$ cat src/shared/ddps_pkg.sv
package ddps_pkg;

  // configuration space indices
  localparam logic [7:0] DDPS_IDX_TEST      = 8'h11;
  localparam logic [7:0] DDPS_IDX_RSVD_LO   = 8'h12;
  localparam logic [7:0] DDPS_IDX_RSVD_HI   = 8'h1e;
  localparam logic [7:0] DDPS_IDX_DRV_TYPE  = 8'h1f;

  // values after reset, and read values of reserved and unmapped indices
  localparam logic [7:0] DDPS_TEST_RST      = 8'h00;
  localparam logic [7:0] DDPS_RSVD_VAL      = 8'h00;
  localparam logic [7:0] DDPS_DRV_TYPE_RST  = 8'h00;
  localparam logic [7:0] DDPS_INDEX_RST     = 8'h00;
  localparam logic [7:0] DDPS_UNMAPPED_VAL  = 8'h00;

  // drive-type field layout: drive n occupies bits [2n+1:2n]
  localparam int         DDPS_FIELD_W       = 2;
  localparam int         DDPS_NUM_DRIVES    = 4;
  localparam int         DDPS_DT0_POS       = 1;  // higher bit of a field
  localparam int         DDPS_DT1_POS       = 0;  // lower bit of a field

  // drive-type codes written as {drive_type_bit0, drive_type_bit1}
  typedef enum logic [1:0] {
    DDPS_DT_DENSITY_SELECT  = 2'h0,
    DDPS_DT_RATE10  = 2'h1,
    DDPS_DT_DENSITY_SELECT_INVERTED = 2'h2,
    DDPS_DT_RATE01  = 2'h3
  } ddps_code_t;

  // configuration port request
  typedef struct packed {
    logic       index_wr;
    logic       data_wr;
    logic       data_rd;
    logic [7:0] wdata;
  } ddps_cfg_req_t;

  // internal density and rate sources
  typedef struct packed {
    logic density_select;
    logic rate_bit1;
    logic rate_bit0;
  } ddps_rate_t;

endpackage

$ cat src/core/ddps_top.sv
`timescale 1ns/10ps
module ddps_top (
  input  wire logic                i_core_clk,
  input  wire logic                i_rst,
  input  wire logic                i_cfg_mode,
  input  wire ddps_pkg::ddps_cfg_req_t i_cfg_req,
  input  wire ddps_pkg::ddps_rate_t    i_rate,
  input  wire logic [1:0]          i_drive_sel,
  output logic [7:0]               o_rdata,
  output logic                     o_rdata_valid,
  output logic [7:0]               o_drive_type,
  output logic                     o_density_out_a,
  output logic                     o_density_out_b
);
  import ddps_pkg::*;

  logic [7:0]  config_index_reg;
  logic [7:0]  test_reserved_reg;
  logic [7:0]  drive_type_select_reg;
  logic [7:0]  rdata_next;
  logic [DDPS_FIELD_W-1:0] field_sel;
  ddps_code_t  code_sel;
  logic        dens_a_next;
  logic        dens_b_next;
  logic        drive_type_bit0;
  logic        drive_type_bit1;

  // index register, loaded only in configuration mode
  always_ff @(posedge i_core_clk) begin
    if (i_rst) begin
      config_index_reg <= DDPS_INDEX_RST;
    end else if (i_cfg_mode && i_cfg_req.index_wr) begin
      config_index_reg <= i_cfg_req.wdata;
    end
  end

  // test register, kept at its reset value by software
  always_ff @(posedge i_core_clk) begin
    if (i_rst) begin
      test_reserved_reg <= DDPS_TEST_RST;
    end else if (i_cfg_mode && i_cfg_req.data_wr && config_index_reg == DDPS_IDX_TEST) begin
      test_reserved_reg <= i_cfg_req.wdata;
    end
  end

  // drive-type table
  always_ff @(posedge i_core_clk) begin
    if (i_rst) begin
      drive_type_select_reg <= DDPS_DRV_TYPE_RST;
    end else if (i_cfg_mode && i_cfg_req.data_wr && config_index_reg == DDPS_IDX_DRV_TYPE) begin
      drive_type_select_reg <= i_cfg_req.wdata;
    end
  end

  // read data decode; reserved and foreign indices read as zero
  always_comb begin
    if (config_index_reg == DDPS_IDX_TEST) begin
      rdata_next = test_reserved_reg;
    end else if (config_index_reg >= DDPS_IDX_RSVD_LO && config_index_reg <= DDPS_IDX_RSVD_HI) begin
      rdata_next = DDPS_RSVD_VAL;
    end else if (config_index_reg == DDPS_IDX_DRV_TYPE) begin
      rdata_next = drive_type_select_reg;
    end else begin
      rdata_next = DDPS_UNMAPPED_VAL;
    end
  end

  // registered read answer, one cycle after the strobe
  always_ff @(posedge i_core_clk) begin
    if (i_rst) begin
      o_rdata       <= 8'h00;
      o_rdata_valid <= 1'b0;
    end else begin
      o_rdata_valid <= i_cfg_mode && i_cfg_req.data_rd;
      if (i_cfg_mode && i_cfg_req.data_rd) begin
        o_rdata <= rdata_next;
      end
    end
  end

  // field of the selected drive
  always_comb begin
    field_sel       = drive_type_select_reg[DDPS_FIELD_W*i_drive_sel +: DDPS_FIELD_W];
    drive_type_bit0 = field_sel[DDPS_DT0_POS];
    drive_type_bit1 = field_sel[DDPS_DT1_POS];
    code_sel        = ddps_code_t'({drive_type_bit0, drive_type_bit1});
  end

  // pin mapping per drive-type code
  always_comb begin
    case (code_sel)
      DDPS_DT_DENSITY_SELECT: begin
        dens_a_next = i_rate.density_select;
        dens_b_next = i_rate.rate_bit0;
      end
      DDPS_DT_RATE10: begin
        dens_a_next = i_rate.rate_bit1;
        dens_b_next = i_rate.rate_bit0;
      end
      DDPS_DT_DENSITY_SELECT_INVERTED: begin
        dens_a_next = ~i_rate.density_select;
        dens_b_next = i_rate.rate_bit0;
      end
      default: begin
        dens_a_next = i_rate.rate_bit0;
        dens_b_next = i_rate.rate_bit1;
      end
    endcase
  end

  // registered pin and table outputs
  always_ff @(posedge i_core_clk) begin
    if (i_rst) begin
      o_density_out_a <= 1'b0;
      o_density_out_b <= 1'b0;
      o_drive_type    <= DDPS_DRV_TYPE_RST;
    end else begin
      o_density_out_a <= dens_a_next;
      o_density_out_b <= dens_b_next;
      o_drive_type    <= drive_type_select_reg;
    end
  end

endmodule

$ cat config.mk
export PLATFORM = sky130hd
export DESIGN_NAME = ddps_top
export DESIGN_NICKNAME = d
export VERILOG_FILES = /design/src/shared/ddps_pkg.sv /design/src/core/ddps_top.sv
export SDC_FILE = /design/constraint.sdc
export NUM_CORES = 1
export LEC_CHECK = 0
export ABC_AREA = 1
export BUFFER_PORTS_ARGS = -buffer_cell sky130_fd_sc_hd__buf_2
export CAP_MARGIN = 20
export CORE_UTILIZATION = 45
export CTS_CLUSTER_DIAMETER = 150
export DETAILED_ROUTE_END_ITERATION = 16
export PLACE_DENSITY = 0.67
export SETUP_SLACK_MARGIN = 0.15
export SYNTH_ARGS = -nofsm -noshare
export SYNTH_HDL_FRONTEND = slang
export SYNTH_SLANG_ARGS = --single-unit
$ cat constraint.sdc
create_clock -name i_core_clk -period 1.4 [get_ports i_core_clk]
set_input_delay 0.21 -clock i_core_clk [delete_from_list [all_inputs] [get_ports i_core_clk]]
set_output_delay 0.21 -clock i_core_clk [all_outputs]
set_load 0.02 [all_outputs]
==> flow_summary.json <==
{
  "outcome": "finished clean",
  "critPathRequiredTime_ns": 1.63,
  "clock_sinks": 43,
  "vias": 1701,
  "min_path_type": "in2reg",
  "yosys_warnings": 0,
  "synth_top_family_by_area": "simple AND/OR/NAND/NOR gates",
  "whs_ns": 0.166,
  "wl_mm": 4.30,
  "grt_pass1_wl_mm": 6.98,
  "crit_chain": "inv_4, nand2_4, nor3_4, buf_6, nand4_1, a21oi_1",
  "clockBufferDepth": 2,
  "rows": 22,
  "ant_nets": 0,
  "vias_per_cell": 5.00,
  "finish.net_count": 310,
  "synth.ff_latch_count": 43,
  "detail_route.iter0.violations": 56,
  "cts_tree": "built",
  "endpoint_kind": "flip-flop",
  "cts_buffers": 5,
  "synth_compound_area_share_pct": 10.9,
  "fin_crit_ns": 1.24,
  "ys_types": 19,
  "grt_usage_pct": 22.0,
  "yosysTopAreaCellShare_pct": 48.4,
  "yosys.area.top_type": "dfxtp_1",
  "arrival_ns": 1.47,
  "grt_remaining_overflow": 0,
  "crit_path_start_kind": "flip-flop",
  "yosysSeqAreaShare_pct": 48.4,
  "synthMuxAreaShare_pct": 0,
  "vdd_drop_max_uv": 723,
  "die_x_um": 64.9,
  "io_buffers": 37,
  "crit_family": "simple AND/OR/NAND/NOR gates",
  "initial_core_util_pct": 47.9,
  "fin_tns_setup_ns": 0,
  "cp_slowest_cell": "dfxtp_2",
  "finalMaxSlewViolations": 0,
  "total_power_mw": 2.72,
  "diodes": 0,
  "synth_xor_xnor_area_share_pct": 0,
  "worst_slew_margin_rel_pct": 73.5,
  "cellPowerDensity_mw_per_mm2": 1150,
  "final_cell_area_mm2": 0.00237,
  "drive_above_1_share_pct": 30.1,
  "finalHoldViolCount": 0,
  "crit_path_max_incr_delay_ns": 0.33,
  "h-tree-depth": 2,
  "area_delta_synth_final_pct": 33.0,
  "rsz0062_at_grt": "yes",
  "place_congestion": 0.812,
  "finClkSkew_ns": 0.00599,
  "first_pass_iters": 4,
  "antenna_found_initial": 0,
  "synth_area_leaders": "dfxtp_1 48%, nand3_1 8.7%, nand2_1 8.6%",
  "syn_inst": 241,
  "tightest_slew_ns": 0.398,
  "clk_latency_ns": 0.30,
  "dieArea_mm2": 0.00421,
  "maxCapViolCount": 0,
  "hold_buffers": 0,
  "worstPathMaxFanout": 8,
  "hpwl_mm": 2.90,
  "wire_per_inst_um": 12.6,
  "grt_pass1_vias": 1511,
  "ios": 38,
  "dpl_cell_area_mm2": 0.00205,
  "synthAdderAreaFrac_pct": 0,
  "synth.avg_cell_area_um2": 7.38,
  "cp_num_buf_inv": 2,
  "die_height_um": 64.9,
  "fmax_mhz": 805,
  "core-area_mm2": 0.00372,
  "synthSimpleGateAreaFrac_pct": 32.1,
  "path_clk_slew_ns": 0.08,
  "cts-root-buf": "clkbuf_8",
  "synthesis.area_mm2": 0.00178,
  "finalSetupViolations": 0,
  "p_leak_nw": 1.07,
  "drt_drc_violations_left": 0,
  "grt_start_max_net_pins": 21,
  "critical_path_class": "reg2reg",
  "synth_nets": 260,
  "finalCritPeriodShare_pct": 88.7
}
==> synth_stat cells, drive strengths merged <==
| cell type | n |
|---|---|
| nand2 | 42 |
| o21ai | 17 |
| clkinv | 1 |
| nand3 | 32 |
| nand4 | 8 |
| a21oi | 21 |
| buf | 5 |
| dfxtp | 43 |
| nor3 | 3 |
| inv | 27 |
| nor2 | 37 |
| clkbuf | 5 |
==> final timing paths <==
check                             from              endpoint  slack [ns]  depth (start not counted)
setup / recovery   config_index_reg[3]  test_reserved_reg[2]        0.16                          6
hold / removal            i_cfg_req[8]         o_rdata_valid        0.17                          3
setup reg to reg   config_index_reg[3]  test_reserved_reg[2]        0.16                          6
hold reg to reg   test_reserved_reg[0]  test_reserved_reg[0]        0.47                          2
==> power breakdown <==
group | internal (mW) | switching, mW | leakage (nW)
clock | 0.711 | 0.427 | 0.0644
sequential | 1.26 | 0.0190 | 0.353
combinational | 0.119 | 0.184 | 0.652
total | 2.09 | 0.629 | 1.07
==> per-layer routing <==
metal / global-route usage, % / vias to the layer above / share of wire [%]
met1: 28.4 / 759 / 45
li1: - / 887 / -
met5: 0 / - / 0
met2: 35.3 / 49 / 48
met4: 7.50 / 0 / 1.3
met3: 5.63 / 6 / 5.8
==> stage by stage <==
stage / util, % / setup slack, ns / cells
2_1_floorplan: - / 0.121 / 241
3_3_place_gp: 55.2 / 0.0902 / 324
3_5_place_dp: 55.2 / 0.0510 / 324
4_1_cts: 59.8 / 0.135 / 335
5_1_grt: 63.7 / 0.0605 / 340
6_report: 63.7 / 0.158 / 340
==> timing repair <==
| item | 4_1_cts | 5_1_grt |
|---|---|---|
| buffers inserted | 2 | 3 |
| cloned | 1 | 2 |
| resized for setup | 9 | 28 |
| endpoints found under the setup margin | 19 | 25 |
| pin swaps | 3 | 13 |
==> placed cells by master, fill, tap and decap left out, drive strengths merged <==
cell	count
nand4	8
nor2	37
clkinv	1
bufinv	2
dfxtp	43
nand3	33
a21oi	21
nand2	42
clkinvlp	1
nor3	3
buf	51
clkbuf	6
inv	27
o21ai	17
==> worst reg2reg max path, stage by stage, from the launching register on <==
cell and delay [ns]:
dfxtp_2 0.33, inv_4 0.07, nand2_4 0.05, nor3_4 0.28, buf_6 0.19, nand4_1 0.11
a21oi_1 0.14
==> area by class of cell <==
cell class	instances	area, µm²
clock buffers	5	68.8
well taps	48	60.1
multi-input cells	161	845
fillers	326	1350
repair buffers	52	343
clock inverters	3	67.6
inverters	28	110
flip-flops and latches	43	872
==> kinds of logic after synthesis <==
logic type,count (synthesis)
buffers and inverters,38
and+or+nand+nor,122
AOI/OAI and AO/OA,38
DFF,43
Power figures use the tool's default switching activity.
